## src/flash_loader_cfg.svh

```systemverilog
// Function
// enter update only on reset release with entry pin low, else run user program
// steps run strictly: entry, check byte, erase, data write, checksum
// host sends the link check byte after forcing entry
// after entry wait without timeout for exactly one received byte
// check byte is 0xBA; match continues, mismatch requests a reset
// erase all main flash right after a correct check byte
// rewrite reset vector to loader entry right after erase
// allow about 16 ms per erased segment
// accept data byte by byte, no flow control or acknowledge
// host sends main flash size minus 2 data bytes
// program consecutive addresses upward from lowest, never the reset vector word
// host sends XOR of all data bytes after the last one
// XOR over bytes actually written, compare with received checksum
// send 0xF8 on match, 0xFE on mismatch
// serial framing 9600 baud, 8 data bits, 1 stop, no parity
// only receive and transmit lines, timer based bit timing
// loader region separate, 254 bytes, never erased
// after the answer stay idle until next reset
`ifndef FLASH_LOADER_CFG_SVH
`define FLASH_LOADER_CFG_SVH
`define CLK_HZ 200000000
`define BAUD 9600
`define BIT_CYCLES (`CLK_HZ / `BAUD)
`define HALF_CYCLES (`BIT_CYCLES / 2)
`define SYNC_BYTE 8'hBA
`define ACK_BYTE 8'hF8
`define NACK_BYTE 8'hFE
`define MAIN_BASE 16'hFE00
`define MAIN_BYTES 16'h0200
`define MAIN_SEGMENTS 16'h0001
`define VECTOR_ADDR 16'hFFFE
`define LOADER_ENTRY 16'h1000
`define LOADER_BYTES 16'h00FE
`define ERASE_MS_PER_SEG 16
`define ERASE_CYCLES_PER_SEG (`ERASE_MS_PER_SEG * (`CLK_HZ / 1000))
`endif

```

## src/flash_loader_pkg.sv

```systemverilog
`default_nettype none
package flash_loader_pkg;
   typedef enum logic [3:0]
   {
      st_entry = 4'h0,
      st_sync = 4'h1,
      st_erase = 4'h3,
      st_erase_wait = 4'h2,
      st_vec_lo = 4'h6,
      st_vec_hi = 4'h7,
      st_data = 4'h5,
      st_wr_wait = 4'h4,
      st_csum = 4'hc,
      st_reply = 4'hd,
      st_idle = 4'hf,
      st_user = 4'he,
      st_reset = 4'ha
   } loader_state_e;
   typedef struct packed
   {
      logic erase;
      logic write;
      logic [15:0] addr;
      logic [7:0] data;
   } flash_cmd_s;
endpackage
`default_nettype wire

```

## src/uart_core.sv

```systemverilog
`default_nettype none
`include "flash_loader_cfg.svh"
module uart_core
   import flash_loader_pkg::*;
#(
   // cycles per bit; the bench shortens it so that a whole image fits in one run
   parameter int unsigned BIT_LEN = `BIT_CYCLES
)
(
   // clock and reset
   input wire logic clk,
   input wire logic rstn,
   // receive
   input wire logic rxd,
   input wire logic rx_en,
   output logic [7:0] rx_data,
   output logic rx_valid,
   // transmit
   input wire logic [7:0] tx_data,
   input wire logic tx_start,
   output logic tx_busy,
   output logic txd
);
   logic [15:0] rcnt_r, rcnt_nxt, tcnt_r, tcnt_nxt;
   logic [3:0] rbit_r, rbit_nxt, tbit_r, tbit_nxt;
   logic [7:0] rsh_r, rsh_nxt;
   logic [9:0] tsh_r, tsh_nxt;
   logic rbusy_r, rbusy_nxt, rv_r, rv_nxt, tb_r, tb_nxt;
   // bit timing from a cycle counter; no handshake lines exist
   always_comb
   begin
      rcnt_nxt = rcnt_r;
      rbit_nxt = rbit_r;
      rsh_nxt = rsh_r;
      rbusy_nxt = rbusy_r;
      rv_nxt = 1'b0;
      if (!rbusy_r)
      begin
         if (rx_en && !rxd)
         begin
            rbusy_nxt = 1'b1;
            rcnt_nxt = 16'(BIT_LEN / 2);
            rbit_nxt = 4'h0;
         end
      end
      else if (rcnt_r != 16'h0000)
         rcnt_nxt = rcnt_r - 16'h0001;
      else
      begin
         rcnt_nxt = 16'(BIT_LEN - 1);
         rbit_nxt = rbit_r + 4'h1;
         // start, 8 data lsb first, stop; no parity
         if (rbit_r == 4'h0 && rxd)
            rbusy_nxt = 1'b0;
         else if (rbit_r >= 4'h1 && rbit_r <= 4'h8)
            rsh_nxt = {rxd, rsh_r[7:1]};
         else if (rbit_r == 4'h9)
         begin
            rbusy_nxt = 1'b0;
            rv_nxt = rxd;
         end
      end
   end
   always_comb
   begin
      tcnt_nxt = tcnt_r;
      tbit_nxt = tbit_r;
      tsh_nxt = tsh_r;
      tb_nxt = tb_r;
      if (!tb_r)
      begin
         if (tx_start)
         begin
            tb_nxt = 1'b1;
            tsh_nxt = {1'b1, tx_data, 1'b0};
            tcnt_nxt = 16'(BIT_LEN - 1);
            tbit_nxt = 4'h0;
         end
      end
      else if (tcnt_r != 16'h0000)
         tcnt_nxt = tcnt_r - 16'h0001;
      else
      begin
         tcnt_nxt = 16'(BIT_LEN - 1);
         tsh_nxt = {1'b1, tsh_r[9:1]};
         tbit_nxt = tbit_r + 4'h1;
         if (tbit_r == 4'h9)
            tb_nxt = 1'b0;
      end
   end
   always_ff @(posedge clk or negedge rstn)
   begin
      if (!rstn)
      begin
         rcnt_r <= 16'h0000;
         rbit_r <= 4'h0;
         rsh_r <= 8'h00;
         rbusy_r <= 1'b0;
         rv_r <= 1'b0;
         tcnt_r <= 16'h0000;
         tbit_r <= 4'h0;
         tsh_r <= 10'h3ff;
         tb_r <= 1'b0;
      end
      else
      begin
         rcnt_r <= rcnt_nxt;
         rbit_r <= rbit_nxt;
         rsh_r <= rsh_nxt;
         rbusy_r <= rbusy_nxt;
         rv_r <= rv_nxt;
         tcnt_r <= tcnt_nxt;
         tbit_r <= tbit_nxt;
         tsh_r <= tsh_nxt;
         tb_r <= tb_nxt;
      end
   end
   assign rx_data = rsh_r;
   assign rx_valid = rv_r;
   assign tx_busy = tb_r;
   assign txd = tb_r ? tsh_r[0] : 1'b1;
   frame_len_a: assert property (@(posedge clk) disable iff (!rstn)
      $rose(tb_r) |-> tb_r [*8] ##1 tb_r)
      else $error("transmit frame ended too early");
endmodule
`default_nettype wire

```

## src/flash_update_loader.sv

```systemverilog
`default_nettype none
`include "flash_loader_cfg.svh"
module flash_update_loader
   import flash_loader_pkg::*;
#(
   parameter int unsigned ERASE_CYCLES = `ERASE_CYCLES_PER_SEG * `MAIN_SEGMENTS,
   parameter int unsigned BIT_LEN = `BIT_CYCLES
)
(
   // clock and reset
   input wire logic clk,
   input wire logic rstn,
   // entry strap
   input wire logic entry_pin,
   // serial link
   input wire logic rxd,
   output logic txd,
   // flash controller
   output flash_cmd_s flash_cmd,
   input wire logic flash_busy,
   // system
   output logic run_user,
   output logic sys_reset_req
);
   loader_state_e st_r, st_nxt;
   logic [15:0] addr_r, addr_nxt;
   logic [7:0] csum_r, csum_nxt, txb_r, txb_nxt;
   logic [31:0] wait_r, wait_nxt;
   logic txgo_r, txgo_nxt, user_r, user_nxt, rst_r, rst_nxt;
   flash_cmd_s cmd_r, cmd_nxt;
   logic [7:0] rx_data;
   logic rx_valid, tx_busy, utxd, txd_r;
   uart_core #(.BIT_LEN(BIT_LEN)) u_uart
   (
      .clk(clk),
      .rstn(rstn),
      .rxd(rxd),
      .rx_en(st_r == st_sync || st_r == st_data || st_r == st_wr_wait || st_r == st_csum),
      .rx_data(rx_data),
      .rx_valid(rx_valid),
      .tx_data(txb_r),
      .tx_start(txgo_r),
      .tx_busy(tx_busy),
      .txd(utxd)
   );
   // loader code sits outside main flash and is never addressed by erase or write
   function automatic logic in_main(input logic [15:0] a);
      in_main = (a >= `MAIN_BASE) && (a < `VECTOR_ADDR);
   endfunction
   always_comb
   begin
      st_nxt = st_r;
      addr_nxt = addr_r;
      csum_nxt = csum_r;
      txb_nxt = txb_r;
      wait_nxt = wait_r;
      txgo_nxt = 1'b0;
      user_nxt = user_r;
      rst_nxt = rst_r;
      cmd_nxt = cmd_r;
      cmd_nxt.erase = 1'b0;
      cmd_nxt.write = 1'b0;
      // fixed order of states, no path skips a step
      case (st_r)
         st_entry:
         begin
            // strap sampled on first clock after reset release
            if (!entry_pin)
               st_nxt = st_sync;
            else
            begin
               st_nxt = st_user;
               user_nxt = 1'b1;
            end
         end
         st_sync:
         begin
            // no timeout while waiting for the check byte
            if (rx_valid)
            begin
               if (rx_data == `SYNC_BYTE)
               begin
                  st_nxt = st_erase;
                  cmd_nxt.erase = 1'b1;
                  cmd_nxt.addr = `MAIN_BASE;
                  wait_nxt = ERASE_CYCLES;
               end
               else
               begin
                  st_nxt = st_reset;
                  rst_nxt = 1'b1;
               end
            end
         end
         st_erase:
            st_nxt = st_erase_wait;
         st_erase_wait:
         begin
            // fixed time budget per segment, also waits for the flash itself
            if (wait_r != 32'h0)
               wait_nxt = wait_r - 32'h1;
            else if (!flash_busy)
            begin
               st_nxt = st_vec_lo;
               cmd_nxt.write = 1'b1;
               cmd_nxt.addr = `VECTOR_ADDR;
               cmd_nxt.data = 8'(`LOADER_ENTRY & 16'h00ff);
            end
         end
         st_vec_lo:
            if (!flash_busy && !cmd_r.write)
            begin
               st_nxt = st_vec_hi;
               cmd_nxt.write = 1'b1;
               cmd_nxt.addr = `VECTOR_ADDR + 16'h0001;
               cmd_nxt.data = 8'(`LOADER_ENTRY >> 8);
            end
         st_vec_hi:
            if (!flash_busy && !cmd_r.write)
            begin
               st_nxt = st_data;
               addr_nxt = `MAIN_BASE;
               csum_nxt = 8'h00;
            end
         st_data, st_wr_wait:
         begin
            // bytes taken as they come, nothing echoed
            if (rx_valid && in_main(addr_r))
            begin
               cmd_nxt.write = 1'b1;
               cmd_nxt.addr = addr_r;
               cmd_nxt.data = rx_data;
               csum_nxt = csum_r ^ rx_data;
               addr_nxt = addr_r + 16'h0001;
               // host sends size minus 2 bytes, then the checksum
               if (addr_r + 16'h0001 == `VECTOR_ADDR)
                  st_nxt = st_csum;
               else
                  st_nxt = st_wr_wait;
            end
         end
         st_csum:
            if (rx_valid)
            begin
               // received byte is the host xor of all data
               txb_nxt = (rx_data == csum_r) ? `ACK_BYTE : `NACK_BYTE;
               txgo_nxt = 1'b1;
               st_nxt = st_reply;
            end
         st_reply:
            if (!txgo_r && !tx_busy)
               st_nxt = st_idle;
         st_idle, st_user, st_reset:
            // stays here until the next reset
            st_nxt = st_r;
         default:
            st_nxt = st_entry;
      endcase
   end
   always_ff @(posedge clk or negedge rstn)
   begin
      if (!rstn)
      begin
         st_r <= st_entry;
         addr_r <= 16'h0000;
         csum_r <= 8'h00;
         txb_r <= 8'h00;
         wait_r <= 32'h0;
         txgo_r <= 1'b0;
         user_r <= 1'b0;
         rst_r <= 1'b0;
         cmd_r <= '0;
         txd_r <= 1'b1;
      end
      else
      begin
         st_r <= st_nxt;
         addr_r <= addr_nxt;
         csum_r <= csum_nxt;
         txb_r <= txb_nxt;
         wait_r <= wait_nxt;
         txgo_r <= txgo_nxt;
         user_r <= user_nxt;
         rst_r <= rst_nxt;
         cmd_r <= cmd_nxt;
         // silent line once answered
         txd_r <= (st_r == st_idle) ? 1'b1 : utxd;
      end
   end
   assign flash_cmd = cmd_r;
   assign txd = txd_r;
   assign run_user = user_r;
   assign sys_reset_req = rst_r;
   entry_low_a: assert property (@(posedge clk) disable iff (!rstn)
      (st_r == st_entry && !entry_pin) |=> st_r == st_sync)
      else $error("entry pin low did not start update");
   bad_sync_a: assert property (@(posedge clk) disable iff (!rstn)
      (st_r == st_sync && rx_valid && rx_data != `SYNC_BYTE) |=> sys_reset_req)
      else $error("wrong check byte without reset");
   erase_first_a: assert property (@(posedge clk) disable iff (!rstn)
      (st_r == st_sync && rx_valid && rx_data == `SYNC_BYTE) |=> cmd_r.erase)
      else $error("erase not issued after check byte");
   vector_write_a: assert property (@(posedge clk) disable iff (!rstn)
      (st_r == st_vec_lo && $changed(st_r)) |-> cmd_r.write && cmd_r.addr == `VECTOR_ADDR)
      else $error("reset vector not rewritten");
   no_vec_data_a: assert property (@(posedge clk) disable iff (!rstn)
      (cmd_r.write && $past(st_r) inside {st_data, st_wr_wait}) |-> cmd_r.addr < `VECTOR_ADDR)
      else $error("data written over reset vector");
   reply_code_a: assert property (@(posedge clk) disable iff (!rstn)
      (st_r == st_csum && rx_valid) |=> txgo_r && (txb_r == `ACK_BYTE || txb_r == `NACK_BYTE))
      else $error("answer byte not sent");
   idle_quiet_a: assert property (@(posedge clk) disable iff (!rstn)
      (st_r == st_idle) |=> st_r == st_idle && !cmd_r.write && !cmd_r.erase)
      else $error("activity after answer");
   user_hold_a: assert property (@(posedge clk) disable iff (!rstn)
      run_user |-> !cmd_r.write && !cmd_r.erase ##1 run_user)
      else $error("user run touched flash");
   ack_match_a: assert property (@(posedge clk) disable iff (!rstn)
      (st_r == st_csum && rx_valid && rx_data == csum_r) |=> txb_r == `ACK_BYTE)
      else $error("matching checksum not acknowledged");
   nack_miss_a: assert property (@(posedge clk) disable iff (!rstn)
      (st_r == st_csum && rx_valid && rx_data != csum_r) |=> txb_r == `NACK_BYTE)
      else $error("wrong checksum not rejected");
   data_step_a: assert property (@(posedge clk) disable iff (!rstn)
      (cmd_r.write && $past(st_r) inside {st_data, st_wr_wait}) |-> cmd_r.addr == addr_r - 16'h0001)
      else $error("data address not consecutive");
endmodule
`default_nettype wire

```

## config.mk

```make
export PLATFORM = sky130hd
export DESIGN_NAME = flash_update_loader
export DESIGN_NICKNAME = d
export VERILOG_FILES = /design/src/flash_loader_pkg.sv /design/src/uart_core.sv /design/src/flash_update_loader.sv
export VERILOG_INCLUDE_DIRS = /design/src /design/src/src
export SDC_FILE = /design/constraint.sdc
export NUM_CORES = 1
export LEC_CHECK = 0
export ABC_AREA = 0
export BUFFER_PORTS_ARGS = -buffer_cell sky130_fd_sc_hd__buf_2
export CORE_UTILIZATION = 60
export DETAILED_ROUTE_END_ITERATION = 12
export PLACE_DENSITY = 0.78
export REMOVE_ABC_BUFFERS = 1
export SLEW_MARGIN = 5
export SYNTH_ARGS = -nofsm -noshare
export SYNTH_HDL_FRONTEND = slang
export SYNTH_SLANG_ARGS = --single-unit
```

## constraint.sdc

```tcl
create_clock -name clk -period 6.1 [get_ports clk]
set_clock_uncertainty 0.15 [all_clocks]
set_input_delay 0 -clock clk [delete_from_list [all_inputs] [get_ports clk]]
set_output_delay 0 -clock clk [all_outputs]
set_load 0.05 [all_outputs]
```

; Word-level counts from Yosys, hierarchy flattened
; Index checks and enable logic that the tools add are counted.
[classes]
add_sub_neg = 6
n_mul = 0
div_mod_pow = 0
order_cmp = 4
eq_ne = 29
shifts = 0
mux = 69
n_bitwise = 5
reduce_logical = 39
[op_table]
columns = operator, n
row1 = two-way mux 16 bit, 10
row2 = two-way mux 25 bit, 4
row3 = two-way mux 32 bit, 3
row4 = two-way mux 4 bit, 17
row5 = case mux 16 bit (4 select lines), 1
row6 = case mux 32 bit (2 select lines), 1
row7 = case mux 4 bit (10 select lines), 1
row8 = case mux 16 bit (2 select lines), 1
row9 = nonzero test 16 bit, 2
row10 = nonzero test 32 bit, 1
row11 = "subtractor 16 x 1 -> 16 bit, second input constant", 2
row12 = "subtractor 32 x 1 -> 32 bit, second input constant", 1
row13 = two-way mux 10 bit, 3
row14 = "== test 4 bit, second input constant", 7
row15 = case mux 8 bit (3 select lines), 1
row16 = two-way mux 1 bit, 22
row17 = "inequality test 2 bit, second input constant", 9
row18 = "adder 16 x 1 -> 16 bit, second input constant", 1
row19 = "== test 16 bit, second input constant", 1
row20 = "== test 4 x 3 -> 1 bit, second input constant", 4
row21 = ">= comparator 16 bit, second input constant", 1
row22 = "less-than comparator 16 bit, second input constant", 1
row23 = two-way mux 8 bit, 2
row24 = case mux 8 bit (2 select lines), 1
row25 = other kinds (27), 55
[totals]
reg_bits = 159
latch_bits = 0
ram_bits = 0
rom_bits = 0
in_bits = 5
elab_cells = 174
n_memories = 0

; Longest topological paths before layout
; Gate-level depths: netlist (run 1).
[depth]
depth_word = 7
mapped_depth = 9

; Hierarchy
; Synthesis (run 1) repeated with hierarchy kept, for this count alone.
[hier_totals]
hier_cells = 774
area_unflattened_um2 = 7631.1
[by_module_without_submodules]
columns = module, instances, cells_each, area_each_um2, seq_area_each_um2
row1 = flash_update_loader, 1, 455, 4523.1, 2303.5
row2 = uart_core, 1, 319, 3108.0, 1512.7

; Worst setup path before layout (run 1)
; OpenSTA, ideal clock, no wires.
[synth_timing]
kind = flip-flop to flip-flop
startpoint = register wait_r[0]
endpoint = register cmd_r, in the netlist flash_cmd[15]
arrival_ns = 2.315
required_ns = 5.824
setup_slack_ns = 3.509
stages_incl_launch_ff = 10
n_path_buf = 2
period_less_slack_ns = 2.591
cell_sequence = dfrtp_1 > inv_1 > ha_1 > or4b_1 > nor4_4 > and4_1 > buf_6 > o211ai_4 > buf_6 > a221o_1
[synth_via]
elab_chain_len = 3
[synth_rtl]
columns = item, line_no
row1 = from (decl), flash_update_loader.sv:28  ; logic [31:0] wait_r, wait_nxt;
row2 = from (signal assigned), flash_update_loader.sv:181  ; wait_r <= wait_nxt;
row3 = nonzero test 32 bit, flash_update_loader.sv:100  ; if (wait_r != 32'h0)
row4 = inequality test 2 bit (no source line), -
row5 = AND reduction 7 bit (no source line), -
row6 = to (signal assigned), flash_update_loader.sv:185  ; cmd_r <= cmd_nxt;
row7 = to (decl), flash_update_loader.sv:30  ; flash_cmd_s cmd_r, cmd_nxt;
; No other way between the ends.
; A chain may end at the register's enable or synchronous reset.

; Final worst setup path (run 1)
[layout_timing]
startpoint = register wait_r[0]
endpoint = register wait_r[1]
[layout_via]
elab_chain_len = 3
word_cells_on_any_way = 6
classes_between = add/sub (1) / eq/ne (1) / mux (2) / reduce/logical (2)
[layout_rtl]
columns = item, line_no
row1 = subtractor 32 x 1 -> 32 bit or nonzero test 32 bit (tied branches), "flash_update_loader.sv:101, flash_update_loader.sv:100"
row2 = two-way mux 32 bit or inequality test 2 bit (tied branches), -
row3 = case mux 32 bit (2 select lines) or AND reduction 4 bit (tied branches), -
; Several ways; a longest one is shown, not always the timed one. The select of a mux whose other input is x is not followed.

==> results of run 1 <==
## cells by family (layout without fill, tap and decap cells)
group,Yosys count,after routing,share of synthesized area (%)
buffers and inverters,60,92,3.11
muxes,26,26,3.42
AOI/OAI and AO/OA,220,220,18.6
adders and majority gates,13,13,2.05
and+or+nand+nor,334,334,23.0
DFF,152,152,48.1
xor gates and xnor gates,15,15,1.66
## per-layer routing
layer | vias to the layer above | share of wire, % | wire [µm]
met3 | 44 | 4.8 | 880
met1 | 3306 | 44 | 8140
met4 | 0 | 2.0 | 377
li1 | 3112 | - | -
met5 | - | 0 | 0
met2 | 202 | 49 | 9050
## cell usage in the layout (no fill, tap or decap), drive strengths merged, types with 10 or more instances in the layout
master  netlist  final
a21o         13     13
a21oi        28     28
a31oi        10     10
buf           9     39
clkbuf       34     24
dfrtp       142    142
dfstp        10     10
ha           13     13
inv          16     16
mux2i        17     17
nand2        74     74
nand2b       22     22
nand3        28     28
nand4        16     16
nor2         47     47
nor3         45     45
nor4         22     22
o21ai        75     75
o31ai        32     32
or2          14     14
or3          18     18
or4          12     12
xor2         11     11
## stage by stage
stage	cells	power, W	setup slack, ns	cell area (µm²)
floorplan	777	0.00113	3.03	7750
finish	1024	0.00221	2.84	8830
global placement	988	0.00117	3.08	8200
detailed placement	988	0.00118	2.89	8200
CTS	1024	0.00222	2.88	8830
global route	1024	0.00228	2.65	8830
## sequential cells by signal, summed over array words and instances, names as in the netlist, 2 cells and up
register and count:
txb_r 2, u_uart.tcnt_r 16, flash_cmd 26, u_uart.rcnt_r 16, u_uart.tsh_r 9, addr_r 16
csum_r 8, st_r 4, u_uart.rx_data 8, wait_r 32, u_uart.tbit_r 4, u_uart.rbit_r 4
## worst max-delay path, stage by stage, from the launching register on
cell     delay [ns]
dfrtp_1        0.41
inv_1          0.08
ha_1           0.22
or4b_1         0.56
nor4_4         0.30
nand4_1        0.69
nand2_1        0.53
mux2i_1        0.24
## power groups by stage
stage / Sequential [W] / Combinational [W] / Clock (W)
6_report: 0.00105 / 0.000105 / 0.00105
5_1_grt: 0.00106 / 0.000119 / 0.00110
4_1_cts: 0.00105 / 0.000106 / 0.00106
3_5_place_dp: 0.00107 / 0.000104 / 0
3_3_place_gp: 0.00107 / 0.0000963 / 0
2_1_floorplan: 0.00108 / 0.0000515 / 0
## worst paths after layout
kind / to / cells after the start / slack [ns]
setup reg to reg: wait_r[1] / 7 / 2.84
max in group asynchronous: flash_cmd[17] / 3 / 4.43
hold / removal: u_uart.tcnt_r[10] / 2 / 0.03
min in group clk: u_uart.rx_valid / 4 / 0.25
setup / recovery: wait_r[1] / 7 / 2.84
hold reg to reg: flash_cmd[20] / 1 / 0.31
## final cells by class
cell class | instances | area, µm² | share of cell area (%)
Multi-Input combinational cell | 608 | 3890 | 44.1
Sequential cell | 152 | 3820 | 43.2
Clock buffer | 24 | 492 | 5.57
Timing Repair Buffer | 43 | 256 | 2.90
Tap cell | 172 | 215 | 2.44
Clock inverter | 8 | 95.1 | 1.08
Inverter | 17 | 63.8 | 0.723
==> flow_summary_export.csv, run 1 <==
group,metric,value,unit
outcome,status,"completed",
logic_synthesis,synthMostInstantiatedCell,"dfrtp_1",
timing,slew_viol_final,0,
detailed_routing,wl,18500,µm
timing,setup-violations-final,0,
worst_setup_path,critPathCaptureType,"flop",
detailed_routing,first_pass_iters,5,
detailed_routing,route.detailed.drc,0,
timing,whs,0.0303,ns
logic_synthesis,async_flop_share,100,%
detailed_routing,wire_per_inst,18.0,µm
cells_and_area,areaGrowthSynthToFinish,11.3,%
worst_setup_path,crit_arrival,3.46,ns
place,hpwl,12000,µm
place,numPortBuffers,33,
cts,cts_resized,0,
logic_synthesis,synth.distinct_cells,72,
worst_setup_path,cp-start-kind,"flop",
cts,postCtsHoldBufs,4,
power_and_ir_drop,p_seq_share,47.8,%
timing,tightestPinTransition,1.07,ns
logic_synthesis,synth_edf_count,0,
cts,clk_latency,0.43,ns
place,gp_congestion,0.838,
worst_setup_path,required,6.30,ns
logic_synthesis,synth_top_cells_by_count,"142 x dfrtp_1, 74 x nand2_1, 74 x o21ai_0",
worst_setup_path,r2r-start,"wait_r[0]",
detailed_routing,drt_iter0_markers,579,
die,die_w,117,µm
timing,grt_setup_unrepaired,"false",
power_and_ir_drop,p_leak,4.05,nW
die,initial_core_util,62.1,%
cells_and_area,nFillCells,919,
logic_synthesis,syn_avg_cell_area,9.68,µm²
global_route,antenna_found_initial,0,
timing,setup_tns,0,ns
cts,cts.sinks,152,
power_and_ir_drop,switching_share,22.7,%
cts,clk_pin_slew,0.06,ns
global_route,grt_first_pass_wirelength,29700,µm
logic_synthesis,synth-main-ff-cell,"dfrtp_1",
global_route,grt_start_max_net_pins,90,
cts,numCtsBuffers,17,
logic_synthesis,netlist_area,7940,µm²
detailed_routing,vias_per_cell,6.51,
worst_setup_path,critPathKind,"flop to flop",
power_and_ir_drop,p_int,0.00171,W
worst_setup_path,crit_start,"wait_r[0]",
global_route,first_global_vias,6228,
power_and_ir_drop,combPwrFrac,4.7,%
cells_and_area,antenna_cells,0,
cts,cts_max_path_buffers,2,
logic_synthesis,yosys_warnings,0,
cells_and_area,fin_nets,857,
worst_setup_path,crit_fanout,18,
power_and_ir_drop,powerDensity,250,nW/µm²
cts,post_cts_buffers,0,
global_route,use_met1,36.4,%
timing,fin_crit,3.26,ns
timing,fmax,307,MHz
die,rows,41,
logic_synthesis,synth_largest_area_cell,"dfrtp_1",
timing,relSlewSlack,28.8,%
die,design.die.area,13700,µm²
logic_synthesis,synth_area_leaders,"dfrtp_1 45%, o21ai_0 4.7%, nand2_1 3.5%, dfstp_2 3.3%, o31ai_1 2.9%",
global_route,grt_overflow,0,
power_and_ir_drop,switching_power,0.000502,W
die,coreArea,12800,µm²
global_route,grt-busiest-layer,"met2",
die,ios,34,
cts,cts_max_level,4,
cts,clock_tree.root_cell,"clkbuf_16",
detailed_routing,ant_nets,0,
power_and_ir_drop,vdd_drop_max,0.193,mV
timing,period_share,53.4,%
cts,cts_tree,"done",
logic_synthesis,ys_ff_latch,152,
global_route,track_usage,28.0,%
cells_and_area,drive_gt1_share,14.2,%
die,die_h,117,µm
global_route,grtUsageMet3,5.92,%
cells_and_area,final_util,69.1,%
logic_synthesis,netlist.area_leader.share,44.8,%
global_route,groute.layer.met2.usage,45.8,%
worst_hold_path,min_path_type,"primary input to asynchronous set/reset pin",
detailed_routing,num_vias,6664,
timing,finalHoldViolCount,0,
flow_run,max-cap-violations,0,
logic_synthesis,seq_area_frac_synth,48.1,%
power_and_ir_drop,pwr-share-clk,47.5,%
logic_synthesis,netlist_instances,820,
No activity file was read; power rests on OpenSTA's default activity.
==> inputs of run 2 (changes only) <==
--- a/config.mk
+++ b/config.mk
@@ -8,9 +8,9 @@
 export LEC_CHECK = 0
 export ABC_AREA = 0
 export BUFFER_PORTS_ARGS = -buffer_cell sky130_fd_sc_hd__buf_2
-export CORE_UTILIZATION = 60
+export CORE_UTILIZATION = 56
 export DETAILED_ROUTE_END_ITERATION = 12
-export PLACE_DENSITY = 0.78
+export PLACE_DENSITY = 0.76
 export REMOVE_ABC_BUFFERS = 1
 export SLEW_MARGIN = 5
 export SYNTH_ARGS = -nofsm -noshare
==> constraint.sdc (replaced) <==
create_clock -name clk -period 2.9 [get_ports clk]
set_clock_uncertainty 0.15 [all_clocks]
set_input_delay 0 -clock clk [delete_from_list [all_inputs] [get_ports clk]]
set_output_delay 0 -clock clk [all_outputs]
set_load 0.05 [all_outputs]
==> run 2 against run 1 <==
  * Register-to-register slack worse by 2.7 ns
  * Non-clock buffer count up 19
  * Wire length increased by 0.93%
  * Final area increased by 2.6%
  * Setup slack worse by 2.7 ns
  * Largest cell class unchanged
  * Largest power group is now clock
  * Highest routed layer unchanged
==> flow_summary_export.csv, run 2 (synthesis results as in run 1) <==
group,metric,value,unit
detailed_routing,wire_per_inst,17.7,µm
worst_setup_path,crit_arrival,2.90,ns
cells_and_area,antenna_cells,0,
die,initial_core_util,57.4,%
flow_run,max-cap-violations,0,
die,ios,34,
place,gp_congestion,0.883,
worst_hold_path,worstHoldStart,"rxd",
cells_and_area,final_common_cell,"dfrtp_1",
cts,clk_latency,0.44,ns
die,die_w,121,µm
detailed_routing,num_vias,6715,
timing,setup-violations-final,0,
cts,cts_tree,"done",
worst_setup_path,worstReg2RegEnd,"wait_r[9]",
worst_setup_path,critPathKind,"flop to flop",
die,die_h,121,µm
worst_setup_path,crit_fanout,17,
power_and_ir_drop,finalPower,0.00478,W
cells_and_area,final_util,65.5,%
cts,cts.sinks,152,
global_route,grt_overflow,0,
cts,numCtsBuffers,17,
detailed_routing,route.detailed.drc,0,
cts,cts_max_level,4,
timing,grt_setup_unrepaired,"false",
worst_setup_path,crit_start,"wait_r[0]",
worst_hold_path,min_path_type,"primary input to flop",
place,numPortBuffers,33,
cells_and_area,areaGrowthSynthToFinish,14.1,%
worst_setup_path,r2r.worst_path.cells,8,
place,hpwl,12300,µm
detailed_routing,wl,18600,µm
worst_setup_path,reg2reg_slack,0.16,ns
timing,fin_crit,2.74,ns
die,rows,43,
detailed_routing,ant_nets,0,
detailed_routing,vias_per_cell,6.39,
cts,cts_max_path_buffers,2,
worst_setup_path,required,3.07,ns
cells_and_area,largest_reg_flops,32,
timing,slew_viol_final,0,
timing,relSlewSlack,47.4,%
die,coreArea,13800,µm²
power_and_ir_drop,powerDensity,528,nW/µm²
timing,setup_tns,0,ns
cells_and_area,regArea,3820,µm²
cells_and_area,postLayoutCellArea,9060,µm²
timing,tightestPinTransition,0.787,ns
cells_and_area,multi_input_area,3900,µm²
power_and_ir_drop,p_leak,4.17,nW
cts,clock_tree.root_cell,"clkbuf_16",
cells_and_area,drive_gt1_share,16.1,%
cells_and_area,regMostFlops,"wait_r",
timing,whs,0.254,ns
worst_hold_path,min_path_cells,4,
worst_setup_path,critPathCaptureType,"flop",
detailed_routing,first_pass_iters,5,
timing,period_share,94.3,%
timing,fmax,366,MHz
cts,clk_pin_slew,0.06,ns
die,design.die.area,14600,µm²
outcome,status,"completed",
cells_and_area,fin_nets,876,
detailed_routing,drt_iter0_markers,708,
worst_setup_path,r2r-start,"wait_r[0]",
place,place_area,8370,µm²
timing,finalHoldViolCount,0,
worst_setup_path,cp-start-kind,"flop",
global_route,track_usage,27.1,%
worst_hold_path,worstHoldEndpoint,"u_uart.rx_valid",
cells_and_area,mostFrequentLayoutCells,"142 x dfrtp_1, 74 x nand2_1, 74 x o21ai_0, 47 x nor2_1, 44 x nor3_1",
global_route,grt_first_pass_wirelength,31100,µm
global_route,first_global_vias,6461,
global_route,antenna_found_initial,0,
cells_and_area,nFillCells,1034,
global_route,grt_start_max_net_pins,68,
power_and_ir_drop,vdd_drop_max,0.410,mV
[run 2: through the flow]
step	std cells	worst slack, ns
after global routing	1051	0.0159
after CTS	1051	0.154
final	1051	0.165
after detailed placement	1013	0.166
after global placement	1013	0.262
after floorplan	777	-0.166
[run 2: how the worst max path moves through the flow]
stage,cells past startpoint,endpoint,slack (ns)
after CTS,7,flash_cmd[9],0.15
after detailed placement,7,flash_cmd[9],0.17
final,8,wait_r[9],0.16
after global placement,7,flash_cmd[12],0.26
after global routing,8,flash_cmd[9],0.02
after floorplan,4,flash_cmd[4],-0.17
[run 2: worst max-delay path: stages, from the launching register on]
cell and delay [ns]:
dfrtp_1 0.41, inv_1 0.07, ha_1 0.20, or4b_1 0.55
nor4_4 0.32, and4_2 0.33, buf_4 0.24, o311ai_0 0.21
o31ai_1 0.14
[run 2: routing by layer]
metal	up-vias	share of wire, %	GRT usage, %
met2	249	49	44.3
met1	3286	43	34.7
met4	0	2.2	12.0
met5	-	0	0
li1	3142	-	-
met3	38	5.7	5.45
[run 2: final cells by class]
class / count / area share, %
Clock buffer: 21 / 4.97
Clock inverter: 11 / 1.91
Inverter: 17 / 0.705
Multi-Input combinational cell: 608 / 43.1
Sequential cell: 152 / 42.1
Tap cell: 180 / 2.49
Timing Repair Buffer: 62 / 4.74
[run 2: where the power goes]
| part | internal, W | switching (W) |
|---|---|---|
| combinational | 0.0000776 | 0.000144 |
| clock | 0.00146 | 0.000880 |
| sequential | 0.00216 | 0.0000562 |
[run 2: repair_timing]
action | CTS | global route
hold buffers | 6 | 0
hold endpoints to repair | 160 | 0
endpoints found under the setup margin | 0 | 2
gates resized for setup | 0 | 2
buffers inserted | 0 | 0
